`config.mk`:
```
export PLATFORM = sky130hd
export DESIGN_NAME = pra_port_control
export DESIGN_NICKNAME = d
export VERILOG_FILES = /design/src/shared/port_ctrl_pkg.sv /design/src/logic/pra_port_control.sv /design/src/logic/le_port_fsm.sv
export VERILOG_INCLUDE_DIRS = /design/src /design/src/shared
export SDC_FILE = /design/constraint.sdc
export NUM_CORES = 1
export LEC_CHECK = 0
export BUFFER_PORTS_ARGS = -buffer_cell sky130_fd_sc_hd__buf_2
export CAP_MARGIN = 15
export CORE_MARGIN = 4
export CORE_UTILIZATION = 35
export DETAILED_ROUTE_END_ITERATION = 7
export PLACE_DENSITY_LB_ADDON = 0.2
export SETUP_SLACK_MARGIN = 0.05
export SLEW_MARGIN = 15
export SYNTH_ARGS = -nofsm -noshare
export SYNTH_HDL_FRONTEND = slang
export SYNTH_HIERARCHICAL = 1
export SYNTH_SLANG_ARGS = --single-unit
```
`constraint.sdc`:
```
create_clock -name clk -period 2.9 [get_ports clk]
set_input_delay 0 -clock clk [delete_from_list [all_inputs] [get_ports clk]]
set_output_delay 0 -clock clk [all_outputs]
set_load 0.02 [all_outputs]
```
`src/shared/port_ctrl_consts.svh`:
```
`ifndef PORT_CTRL_CONSTS_SVH
`define PORT_CTRL_CONSTS_SVH
// Behaviour
// - Exchange machine has a blocked state, entered at reset, no unblock started.
// - Exchange local-unblock state holds after sending unblock request, awaiting confirm.
// - Exchange remote-unblock state holds after access unblock element, own confirm pending.
// - Non-operational exchange bars layer 2 and calls; only operational allows them.
// - Access block command sends access block element, moves to blocked substate two, or one if section not yet normal.
// - Access machine blocks itself on digital section failure, always into blocked substate two.
// - Exchange block command sends exchange block element, moves to blocked.
// - Access block request sends request element only when operational; exchange passes it to management.
// - Exchange unblock request sends unblock element, moves to local-unblock.
// - Access gets unblock element: matching remote-unblock substate, tells management.
// - Access management acknowledges: send acknowledge element, become operational.
// - Exchange in local-unblock gets acknowledge: operational, unblock indication upward.
// - Unblocking is symmetric; either side may start it.
// - Remote-unblock plus peer block element: back to blocked, block indication upward.
// - User or network failure primitive sends its element only from access blocked or remote-unblock states; exchange reports the cause.
// - Permanent-line activation from local-unblock: permanent-line operational, confirmed.
// - Permanent-line deactivation: blocked substate two, indication; exchange unaffected.
// - Received block command acts at once in any state except access permanent-line operational, which only indicates it; never confirmed.
// - Access local-unblock signals remote alarm to terminal.
`define FE_CODE_W      8
`define FE_NONE        8'h00
`define FE_UNBLOCK_REQ 8'hC9
`define FE_UNBLOCK_ACK 8'hCA
`define FE_BLOCK_LE    8'hCB
`define FE_BLOCK_AN    8'hCC
`define FE_BLOCK_RQ    8'hCD
`define FE_USER_FAIL   8'hD1
`define FE_NET_FAIL    8'hD2
`endif

```
`src/shared/port_ctrl_pkg.sv`:
```
`include "port_ctrl_consts.svh"
package port_ctrl_pkg;
  typedef struct packed {
    logic                    valid;
    logic [`FE_CODE_W-1:0]   code;
  } fe_msg_type;
  typedef struct packed {
    logic unblock_req;
    logic block_cmd;
  } le_req_type;
  typedef struct packed {
    logic unblock_req;
    logic unblock_ind;
    logic block_ind;
    logic block_req;
    logic user_fail;
    logic net_fail;
  } le_ind_type;
  typedef struct packed {
    logic unblock_req;
    logic block_cmd;
    logic block_req;
    logic user_fail;
    logic net_fail;
    logic pl_act_req;
    logic pl_deact_req;
    logic ds_fail;
    logic ds_normal;
  } an_req_type;
  typedef struct packed {
    logic unblock_req;
    logic unblock_ind;
    logic block_ind;
    logic pl_act_ind;
    logic pl_deact_ind;
    logic ds_normal_ind;
    logic ds_fail_ind;
  } an_ind_type;
  typedef enum logic [1:0] {
    LE_BLOCKED, LE_LOCAL_UB, LE_REMOTE_UB, LE_OPER
  } le_state_type;
  typedef enum logic [2:0] {
    AN_BLOCKED_1, AN_BLOCKED_2, AN_LOCAL_UB, AN_REMOTE_UB_1,
    AN_REMOTE_UB_2, AN_OPER, AN_PL_OPER
  } an_state_type;
  function automatic logic fe_is(input fe_msg_type m, input logic [`FE_CODE_W-1:0] c);
    return m.valid && (m.code == c);
  endfunction : fe_is
endpackage : port_ctrl_pkg

```
`src/logic/pra_port_control.sv`:
```
`timescale 1ns/10ps
`include "port_ctrl_consts.svh"
module pra_port_control
  import port_ctrl_pkg::*;
(
  input  wire logic       clk,
  input  wire logic       rst_b,
  input  wire le_req_type le_mgmt_req,
  output le_ind_type      le_mgmt_ind,
  input  wire fe_msg_type le_fe_rx,
  output fe_msg_type      le_fe_tx,
  output logic            le_l2_allow,
  output le_state_type    le_state,
  input  wire an_req_type an_mgmt_req,
  output an_ind_type      an_mgmt_ind,
  input  wire fe_msg_type an_fe_rx,
  output fe_msg_type      an_fe_tx,
  output logic            an_l2_allow,
  output logic            an_rai,
  output an_state_type    an_state
);
  an_state_type state_q, state_d;
  fe_msg_type   tx_q, tx_d;
  an_ind_type   ind_q, ind_d;
  logic         rai_q, rai_d;
  logic         l2_q, l2_d;
  logic         rx_ub, rx_blk, blocked, hi_pri;

  le_port_fsm u_le (
    .clk      (clk),
    .rst_b    (rst_b),
    .mgmt_req (le_mgmt_req),
    .fe_rx    (le_fe_rx),
    .fe_tx    (le_fe_tx),
    .mgmt_ind (le_mgmt_ind),
    .l2_allow (le_l2_allow),
    .state    (le_state)
  );

  assign rx_ub   = fe_is(an_fe_rx, `FE_UNBLOCK_REQ);
  assign rx_blk  = fe_is(an_fe_rx, `FE_BLOCK_LE);
  assign blocked = (state_q == AN_BLOCKED_1) || (state_q == AN_BLOCKED_2);
  assign hi_pri  = an_mgmt_req.block_cmd || rx_blk || an_mgmt_req.ds_fail;

  // Only one event is served per cycle; block commands, received blocks and section failures outrank the rest
  always_comb begin
    state_d = state_q;
    tx_d    = '0;
    ind_d   = '0;
    if (an_mgmt_req.block_cmd) begin
      tx_d = '{1'b1, `FE_BLOCK_AN};
      if (state_q == AN_BLOCKED_1 || state_q == AN_REMOTE_UB_1) begin
        state_d = AN_BLOCKED_1;
      end else begin
        state_d = AN_BLOCKED_2;
      end
    end else if (rx_blk) begin
      unique case (state_q)
        AN_LOCAL_UB, AN_REMOTE_UB_2, AN_OPER: begin
          state_d         = AN_BLOCKED_2;
          ind_d.block_ind = 1'b1;
        end
        AN_REMOTE_UB_1: begin
          state_d         = AN_BLOCKED_1;
          ind_d.block_ind = 1'b1;
        end
        AN_PL_OPER: ind_d.block_ind = 1'b1;
        AN_BLOCKED_1, AN_BLOCKED_2: ;
      endcase
    end else if (an_mgmt_req.ds_fail) begin
      // Already blocked: nothing new to tell the exchange
      ind_d.ds_fail_ind = 1'b1;
      if (!blocked) begin
        tx_d = '{1'b1, `FE_BLOCK_AN};
      end
      state_d = AN_BLOCKED_2;
    end else if (rx_ub) begin
      unique case (state_q)
        AN_BLOCKED_1: begin
          state_d           = AN_REMOTE_UB_1;
          ind_d.unblock_req = 1'b1;
        end
        AN_BLOCKED_2: begin
          state_d           = AN_REMOTE_UB_2;
          ind_d.unblock_req = 1'b1;
        end
        AN_LOCAL_UB, AN_PL_OPER: begin
          state_d           = AN_OPER;
          ind_d.unblock_ind = 1'b1;
        end
        AN_REMOTE_UB_1, AN_REMOTE_UB_2: ind_d.unblock_req = 1'b1;
        AN_OPER: begin
          tx_d              = '{1'b1, `FE_UNBLOCK_ACK};
          ind_d.unblock_ind = 1'b1;
        end
      endcase
    end else if (an_mgmt_req.unblock_req) begin
      unique case (state_q)
        AN_BLOCKED_1: ind_d.block_ind = 1'b1;
        AN_BLOCKED_2: begin
          tx_d    = '{1'b1, `FE_UNBLOCK_ACK};
          state_d = AN_LOCAL_UB;
        end
        AN_LOCAL_UB: tx_d = '{1'b1, `FE_UNBLOCK_ACK};
        AN_REMOTE_UB_1: begin
          // Section not yet normal, so refuse by blocking again
          tx_d            = '{1'b1, `FE_BLOCK_AN};
          ind_d.block_ind = 1'b1;
          state_d         = AN_BLOCKED_1;
        end
        AN_REMOTE_UB_2: begin
          tx_d              = '{1'b1, `FE_UNBLOCK_ACK};
          ind_d.unblock_ind = 1'b1;
          state_d           = AN_OPER;
        end
        AN_OPER: begin
          tx_d              = '{1'b1, `FE_UNBLOCK_ACK};
          ind_d.unblock_ind = 1'b1;
        end
        AN_PL_OPER: ind_d.pl_act_ind = 1'b1;
      endcase
    end else if (an_mgmt_req.pl_act_req) begin
      if (state_q == AN_LOCAL_UB) begin
        state_d          = AN_PL_OPER;
        ind_d.pl_act_ind = 1'b1;
      end
    end else if (an_mgmt_req.pl_deact_req) begin
      if (state_q == AN_PL_OPER) begin
        state_d            = AN_BLOCKED_2;
        ind_d.pl_deact_ind = 1'b1;
      end
    end else if (an_mgmt_req.block_req) begin
      if (state_q == AN_OPER) begin
        tx_d = '{1'b1, `FE_BLOCK_RQ};
      end
    end else if (an_mgmt_req.user_fail || an_mgmt_req.net_fail) begin
      if (blocked || state_q == AN_REMOTE_UB_1 || state_q == AN_REMOTE_UB_2) begin
        tx_d = '{1'b1, an_mgmt_req.user_fail ? `FE_USER_FAIL : `FE_NET_FAIL};
      end
    end else if (an_mgmt_req.ds_normal) begin
      unique case (state_q)
        AN_BLOCKED_1: begin
          state_d             = AN_BLOCKED_2;
          ind_d.ds_normal_ind = 1'b1;
        end
        AN_REMOTE_UB_1: begin
          state_d             = AN_REMOTE_UB_2;
          ind_d.ds_normal_ind = 1'b1;
        end
        AN_BLOCKED_2, AN_REMOTE_UB_2: ind_d.ds_normal_ind = 1'b1;
        AN_LOCAL_UB, AN_OPER, AN_PL_OPER: ;
      endcase
    end
    rai_d = (state_d == AN_BLOCKED_2) || (state_d == AN_LOCAL_UB)
         || (state_d == AN_REMOTE_UB_2);
    l2_d  = (state_d == AN_OPER);
  end

  always_ff @(posedge clk or negedge rst_b) begin
    if (!rst_b) begin
      state_q <= AN_BLOCKED_1;
      tx_q    <= '0;
      ind_q   <= '0;
      rai_q   <= 1'b0;
      l2_q    <= 1'b0;
    end else begin
      state_q <= state_d;
      tx_q    <= tx_d;
      ind_q   <= ind_d;
      rai_q   <= rai_d;
      l2_q    <= l2_d;
    end
  end

  assign an_fe_tx    = tx_q;
  assign an_mgmt_ind = ind_q;
  assign an_rai      = rai_q;
  assign an_l2_allow = l2_q;
  assign an_state    = state_q;
endmodule : pra_port_control

```
`src/logic/le_port_fsm.sv`:
```
`timescale 1ns/10ps
`include "port_ctrl_consts.svh"
module le_port_fsm
  import port_ctrl_pkg::*;
(
  input  wire logic       clk,
  input  wire logic       rst_b,
  input  wire le_req_type mgmt_req,
  input  wire fe_msg_type fe_rx,
  output fe_msg_type      fe_tx,
  output le_ind_type      mgmt_ind,
  output logic            l2_allow,
  output le_state_type    state
);
  le_state_type state_q, state_d;
  fe_msg_type   tx_q, tx_d;
  le_ind_type   ind_q, ind_d;
  logic         l2_q, l2_d;

  // Block first: a block must never lose to a same-cycle unblock
  always_comb begin
    state_d = state_q;
    tx_d    = '0;
    ind_d   = '0;
    if (mgmt_req.block_cmd) begin
      tx_d    = '{1'b1, `FE_BLOCK_LE};
      state_d = LE_BLOCKED;
    end else if (fe_is(fe_rx, `FE_BLOCK_AN)) begin
      ind_d.block_ind = 1'b1;
      state_d         = LE_BLOCKED;
    end else if (mgmt_req.unblock_req) begin
      tx_d = '{1'b1, `FE_UNBLOCK_REQ};
      unique case (state_q)
        LE_BLOCKED:   state_d = LE_LOCAL_UB;
        LE_REMOTE_UB: begin
          state_d           = LE_OPER;
          ind_d.unblock_ind = 1'b1;
        end
        LE_LOCAL_UB, LE_OPER: ;
      endcase
    end else if (fe_is(fe_rx, `FE_UNBLOCK_ACK)) begin
      unique case (state_q)
        LE_BLOCKED: begin
          state_d           = LE_REMOTE_UB;
          ind_d.unblock_req = 1'b1;
        end
        LE_LOCAL_UB: begin
          state_d           = LE_OPER;
          ind_d.unblock_ind = 1'b1;
        end
        LE_REMOTE_UB, LE_OPER: ;
      endcase
    end else if (fe_is(fe_rx, `FE_BLOCK_RQ)) begin
      ind_d.block_req = 1'b1;
    end else if (fe_is(fe_rx, `FE_USER_FAIL)) begin
      ind_d.user_fail = 1'b1;
    end else if (fe_is(fe_rx, `FE_NET_FAIL)) begin
      ind_d.net_fail = 1'b1;
    end
    l2_d = (state_d == LE_OPER);
  end

  always_ff @(posedge clk or negedge rst_b) begin
    if (!rst_b) begin
      state_q <= LE_BLOCKED;
      tx_q    <= '0;
      ind_q   <= '0;
      l2_q    <= 1'b0;
    end else begin
      state_q <= state_d;
      tx_q    <= tx_d;
      ind_q   <= ind_d;
      l2_q    <= l2_d;
    end
  end

  assign fe_tx    = tx_q;
  assign mgmt_ind = ind_q;
  assign l2_allow = l2_q;
  assign state    = state_q;
endmodule : le_port_fsm

```
### Yosys cells after proc, flatten, opt, wreduce, memory -nomap -nowiden

Index checks and enable logic that the tools add are counted.

| word-level totals | value |
|---|---|
| register bits | 39 |
| input port bits | 31 |
| output and inout port bits | 39 |
| word-level logic and storage cells | 150 |

| cells by class | value |
|---|---|
| equal/unequal tests | 20 |
| muxes and demuxes | 84 |
| reduce and logical (&&, ||, !) cells | 24 |

Operators by type and width:

| kind | number |
|---|---|
| $mux W9 | 16 |
| $eq A8 B8 Y1 const B | 7 |
| $mux W3 | 15 |
| $mux W1 | 29 |
| $mux W2 | 12 |
| $pmux W3 S3 | 2 |
| $pmux W9 S2 | 1 |
| $eq A3 B3 Y1 const B | 5 |
| $mux W6 | 2 |
| $pmux W3 S2 | 2 |
| $eq A3 B2 Y1 const B | 3 |
| $mux W4 | 2 |
| $pmux W2 S2 | 2 |
| $reduce_or A4 Y1 | 2 |
| $logic_and A1 B1 Y1 | 7 |
| $logic_or A1 B1 Y1 | 7 |
| $mux W7 | 1 |
| $eq A3 B1 Y1 const B | 2 |
| $reduce_or A2 Y1 | 3 |
| $reduce_or A3 Y1 | 2 |
| $reduce_or A5 Y1 | 1 |
| $eq A2 B2 Y1 const B | 2 |
| $logic_not A3 Y1 | 1 |
| $eq A2 B1 Y1 const B | 1 |
| $logic_not A2 Y1 | 1 |

### Longest topological paths before layout

| depth | value |
|---|---|
| depth in word-level cells | 15 |
| depth in mapped cells | 8 |
| depth with buffers taken out | 7 |

### By module

The synthesis kept the hierarchy.

By module, submodules not included:

| module | times used | cells an instance | area each (um2) | seq. area each (um2) |
|---|---|---|---|---|
| pra_port_control | 1 | 144 | 1321.3 | 450.4 |
| le_port_fsm | 1 | 48 | 556.8 | 275.3 |

### Least setup slack after synthesis

OpenSTA, ideal clock, no wires.

| timing | value |
|---|---|
| path kind | register -> register |
| from | register state_q[0], in the netlist an_state[0] |
| to | register rai_q, in the netlist an_rai |
| library setup time | 69 ps |
| data arrival time | 2117 ps |
| required time | 2831 ps |
| setup slack | 715 ps |
| stages on the path, launching flop included | 8 |
| path buffers | 1 |
| clock period less this slack | 2185 ps |
| cells stage by stage | dfrtp_1 buf_6 and2b_1 a311o_1 a221o_2 xnor2_1 or4_1 nand3_1 |

| between the ends | value |
|---|---|
| longest elaborated chain between the ends | 15 |
| elaborated cells on any way between the ends | 32 |
| those cells by class | eq/ne: 9; mux: 17; reduce/logical: 6 |

RTL lines:

| what | line | text |
|---|---|---|
| start, declared | pra_port_control.sv:22 | `an_state_type state_q, state_d;` |
| start signal, assigned | pra_port_control.sv:167 | `state_q <= state_d;` |
| $eq A3 B2 Y1 or $logic_not A3 Y1 (tied branches) | n/a |  |
| $pmux W3 S2 | pra_port_control.sv:141 | `unique case (state_q)` |
| $mux W3 | pra_port_control.sv:140 | `end else if (an_mgmt_req.ds_normal) begin` |
| $mux W3 | pra_port_control.sv:136 | `end else if (an_mgmt_req.user_fail \|\| an_mgmt_req.net_fail) begin` |
| $mux W3 | pra_port_control.sv:132 | `end else if (an_mgmt_req.block_req) begin` |
| $mux W3 | pra_port_control.sv:127 | `end else if (an_mgmt_req.pl_deact_req) begin` |
| $mux W3 | pra_port_control.sv:122 | `end else if (an_mgmt_req.pl_act_req) begin` |
| $mux W3 | pra_port_control.sv:97 | `end else if (an_mgmt_req.unblock_req) begin` |
| $mux W3 | pra_port_control.sv:77 | `end else if (rx_ub) begin` |
| $mux W3 | pra_port_control.sv:70 | `end else if (an_mgmt_req.ds_fail) begin` |
| $mux W3 | pra_port_control.sv:57 | `end else if (rx_blk) begin` |
| $mux W3 * | pra_port_control.sv:50 | `if (an_mgmt_req.block_cmd) begin` |
| $eq A3 B1 Y1 or $eq A3 B2 Y1 (tied branches) | pra_port_control.sv:154 | `rai_d = (state_d == AN_BLOCKED_2) \|\| (state_d == AN_LOCAL_UB)` |
| $logic_or A1 B1 Y1 | pra_port_control.sv:154 |  |
| $logic_or A1 B1 Y1 * | pra_port_control.sv:155 | `\|\| (state_d == AN_REMOTE_UB_2);` |
| via rai_d | pra_port_control.sv:25 | `logic rai_q, rai_d;` |
| end signal, assigned | pra_port_control.sv:170 | `rai_q <= rai_d;` |
| end, declared | pra_port_control.sv:25 |  |

Mark *: on every way through the listed nets, which the timed path passes. The rest lies on a longest branch.

### Final worst setup path

| timing | value |
|---|---|
| from | input an_mgmt_req[0] in the netlist's numbering |
| to | register rai_q, in the netlist an_rai |

| between the ends | value |
|---|---|
| longest elaborated chain between the ends | 13 |
| elaborated cells on any way between the ends | 15 |
| those cells by class | eq/ne: 3; mux: 10; reduce/logical: 2 |

RTL lines:

| what | line | text |
|---|---|---|
| start, declared | pra_port_control.sv:14 | `input wire an_req_type an_mgmt_req,` |
| $mux W3 * | pra_port_control.sv:140 |  |
| $mux W3 * | pra_port_control.sv:136 |  |
| $mux W3 * | pra_port_control.sv:132 |  |
| $mux W3 * | pra_port_control.sv:127 |  |
| $mux W3 * | pra_port_control.sv:122 |  |
| $mux W3 * | pra_port_control.sv:97 |  |
| $mux W3 * | pra_port_control.sv:77 |  |
| $mux W3 * | pra_port_control.sv:70 |  |
| $mux W3 * | pra_port_control.sv:57 |  |
| $mux W3 * | pra_port_control.sv:50 |  |
| $eq A3 B1 Y1 or $eq A3 B2 Y1 (tied branches) | pra_port_control.sv:154 |  |
| $logic_or A1 B1 Y1 | pra_port_control.sv:154 |  |
| $logic_or A1 B1 Y1 * | pra_port_control.sv:155 |  |
| via rai_d | pra_port_control.sv:25 |  |

Marks and branches as above.

==> metrics.md <==
| Metric | Value |
|---|---|
| Status | `completed` |
| Total grt overflow | `0` |
| 1st-pass router iterations | `4` |
| Worst EP arrival | `2.48 ns` |
| Synth Register Bits | `29` |
| Initial antenna violation count | `0` |
| CP Max Fanout | `4` |
| Most frequent cells in the layout | `65 x buf_2, 29 x dfrtp_1, 17 x nor2_1, 12 x a21oi_1, 10 x nand2_1` |
| Largest net degree at the start of global routing | `30` |
| Setup Buffers After CTS | `0` |
| Hold Slack | `0.00786 ns` |
| CTS tree | `done` |
| Num rows | `26` |
| Core ar. | `5140 sq um` |
| Clk_skew | `0.00672 ns` |
| P_int | `0.667 mW` |
| Switching share of power | `31.0%` |
| Adder-cell area share of the yosys netlist | `0%` |
| First-pass GRT wire length | `7310 um` |
| Hold path depth | `2` |
| Placed cells | `311` |
| Dpl ws | `0.714 ns` |
| WS Path Type | `primary input to register` |
| FMAX | `441 MHz` |
| HP Class | `primary input to register` |
| Hold path start | `an_mgmt_req[1]` |
| Crit-path cells | `dlygate4sd3_1 > buf_2 > nor4b_2 > a21oi_1 > or3_1 > a221o_2 > xnor2_1 > or4_1 > nand3_1` |
| P&R area growth vs syn | `20.8%` |
| Reg2reg setup slack | `0.69 ns` |
| Lkg Pwr | `1.08 nW` |
| Comb power frac | `22.2%` |
| Share of layout cells above drive strength 1 | `36.5%` |
| Hpwl dp | `3430 um` |
| Final slew viol count | `0` |
| CP Buf/Inv Count | `2` |
| Flop pwr share | `44.6%` |
| Clk_lat worst skew | `0.28 ns` |
| CP delay by family, top | `simple AND/OR/NAND/NOR gates` |
| Maxcap violations | `0` |
| Commonest non-fill, non-tap cell in the layout | `buf_2` |
| Setup_tns | `0 ns` |
| EDFF count, synth | `0` |
| Post-cts sizing count | `0` |
| Ports | `70` |
| Placer Congestion | `0.828` |
| Clk slew on worst S/H paths | `0.07 ns` |
| R2R depth | `7` |
| CP max stage delay | `0.52 ns` |
| Initial Utilization | `36.5%` |
| Netlist cell types | `60` |
| Register area share after synthesis | `38.6%` |
| Nets | `282` |
| Critical path startpoint category | `primary input` |
| RSZ-0062 raised after global routing | `false` |
| Async set-or-reset flop fraction in the synthesized netlist | `100%` |
| Final Non-Filler Cells | `322` |
| # DRC | `0` |
| Post-Syn Area per Cell | `9.78 sq um` |
| XOR/XNOR share of the synthesized area | `1.40%` |
| Hold Vio Cnt, Final | `0` |
| Clock power share | `33.2%` |
| DRT Wirelength | `4490 um` |
| Compound-Gate Fraction of Synth Area | `17.1%` |
| Largest family of logic cells by synthesized area | `simple AND/OR/NAND/NOR gates` |
| R2R Path End | `an_rai` |
| Routed len/inst | `14.0 um` |
| CTS max path bufs | `2` |
| CP Data Required Time | `3.12 ns` |
| Final Util | `44.1%` |
| DR iter-0 viols | `130` |
| Die H | `81.3 um` |
| Post-Syn Instances | `192` |
| Setup WS post-layout | `0.635 ns` |
| Worst-Margin Slew | `0.640 ns` |
| H-tree levels | `2` |
| Cell Area, Synth | `1880 sq um` |
| Sw Pwr | `0.299 mW` |
| Peak supply drop | `0.150 mV` |
| Worst Hold End | `an_mgmt_ind[6]` |
| Setup crit end kind | `register` |
| Post-route clock period utilization | `78.1%` |
| Slowest stage cell, crit path | `dlygate4sd3_1` |
| R2R Path Start | `an_state[1]` |
| Port buffer count | `65` |
| CTS root buffer | `clkbuf_8` |
| Via density | `5.15` |
| Clk sinks | `29` |
| Mux share of post-synthesis cell area | `1.13%` |
| PD cells | `426 nW/um^2` |
| DR vias | `1657` |
| Number of global-route vias before repair | `1529` |
| Final Setup Violations | `0` |
| Tmin final | `2.27 ns` |
| Final ANT Viol Nets | `0` |
| Synth Area in Simple Gates | `30.8%` |
| Die area | `6600 sq um` |
| Total Routing Usage GR | `14.5%` |
| CTS Buf Count | `5` |
| Post-synth top flop | `dfrtp_1` |
| Count of warnings emitted by yosys | `6` |
| # diodes | `0` |
| Rel. slew slack | `57.3%` |
| Die width | `81.3 um` |
## power by group through the flow
| stage | logic [mW] | registers [mW] | clock network, mW |
|---|---|---|---|
| 2_1_floorplan | 0.134 | 0.453 | 0 |
| 3_3_place_gp | 0.211 | 0.438 | 0 |
| 3_5_place_dp | 0.212 | 0.438 | 0 |
| 4_1_cts | 0.215 | 0.430 | 0.336 |
| 5_1_grt | 0.237 | 0.433 | 0.356 |
| 6_report | 0.214 | 0.431 | 0.321 |
## worst max path at each step
stage / endpoint / cells after the start / start
5_1_grt: an_rai / 9 / an_mgmt_req[0]
6_report: an_rai / 9 / an_mgmt_req[0]
3_5_place_dp: an_rai / 7 / an_state[1]
2_1_floorplan: an_rai / 7 / an_state[0]
4_1_cts: an_rai / 9 / an_mgmt_req[0]
3_3_place_gp: an_rai / 7 / an_state[1]
## registers in the layout, indices dropped and copies added (netlist names)
| name | flops |
|---|---|
| an_fe_tx | 6 |
| an_l2_allow | 1 |
| an_mgmt_ind | 7 |
| an_rai | 1 |
| an_state | 3 |
| u_le/fe_tx | 2 |
| u_le/l2_allow | 1 |
| u_le/mgmt_ind | 6 |
| u_le/state | 2 |
## repair_timing
| action | in CTS | in global routing |
|---|---|---|
| hold buffers | 3 | 0 |
| setup endpoints to repair | 0 | 0 |
| endpoints found under the hold margin | 33 | 0 |
## routing by layer
| metal | vias up | routed length, um | global-route usage [%] |
|---|---|---|---|
| li1 | 811 | - | - |
| met1 | 780 | 2000 | 19.5 |
| met2 | 60 | 2150 | 21.7 |
| met3 | 6 | 259 | 3.77 |
| met4 | 0 | 81 | 6.93 |
| met5 | - | 0 | 0 |
## metrics by stage
stage	area (sq um)	power (mW)
floorplan	1890	0.588
global placement	2150	0.649
detailed placement	2150	0.650
CTS	2270	0.982
global route	2270	1.03
finish	2270	0.966
## cell families after synthesis
kind of cell	Yosys count
simple gates	87
compound gates	41
flops	29
buf+inv	28
xor+xnor	3
mux	2
other cells	2
## synthesized netlist by cell type (2+ instances only)
| cell type | n | area, sq um |
|---|---|---|
| buf_4 | 12 | 90.1 |
| a21oi_1 | 12 | 60.1 |
| a221o_2 | 2 | 22.5 |
| nor3b_1 | 5 | 37.5 |
| nand3_1 | 4 | 20.0 |
| o21ai_0 | 2 | 10.0 |
| clkbuf_8 | 4 | 55.1 |
| xor2_1 | 2 | 17.5 |
| nand3b_1 | 5 | 37.5 |
| or3_1 | 3 | 18.8 |
| nor2b_1 | 4 | 25.0 |
| nand2_1 | 10 | 37.5 |
| nand4_1 | 3 | 18.8 |
| dfrtp_1 | 29 | 726 |
| a31oi_1 | 7 | 43.8 |
| nand2b_1 | 5 | 31.3 |
| nor3_1 | 5 | 25.0 |
| o22ai_1 | 2 | 12.5 |
| nor4_1 | 4 | 25.0 |
| nor2_1 | 17 | 63.8 |
| and2_1 | 2 | 12.5 |
| and3_1 | 2 | 12.5 |
| or4_1 | 3 | 22.5 |
| inv_1 | 6 | 22.5 |
| o32ai_1 | 2 | 17.5 |
| clkbuf_1 | 4 | 15.0 |
| nor4b_1 | 2 | 17.5 |
| conb_1 | 2 | 7.51 |
## area by class of cell
type | count | area, sq um
Sequential cell | 29 | 726
Tap cell | 70 | 87.6
Fill cell | 536 | 2870
Timing Repair Buffer | 72 | 385
Clock inverter | 3 | 17.5
Multi-Input combinational cell | 137 | 961
Inverter | 6 | 22.5
Clock buffer | 5 | 68.8
No activity file was read; power rests on OpenSTA's default activity.
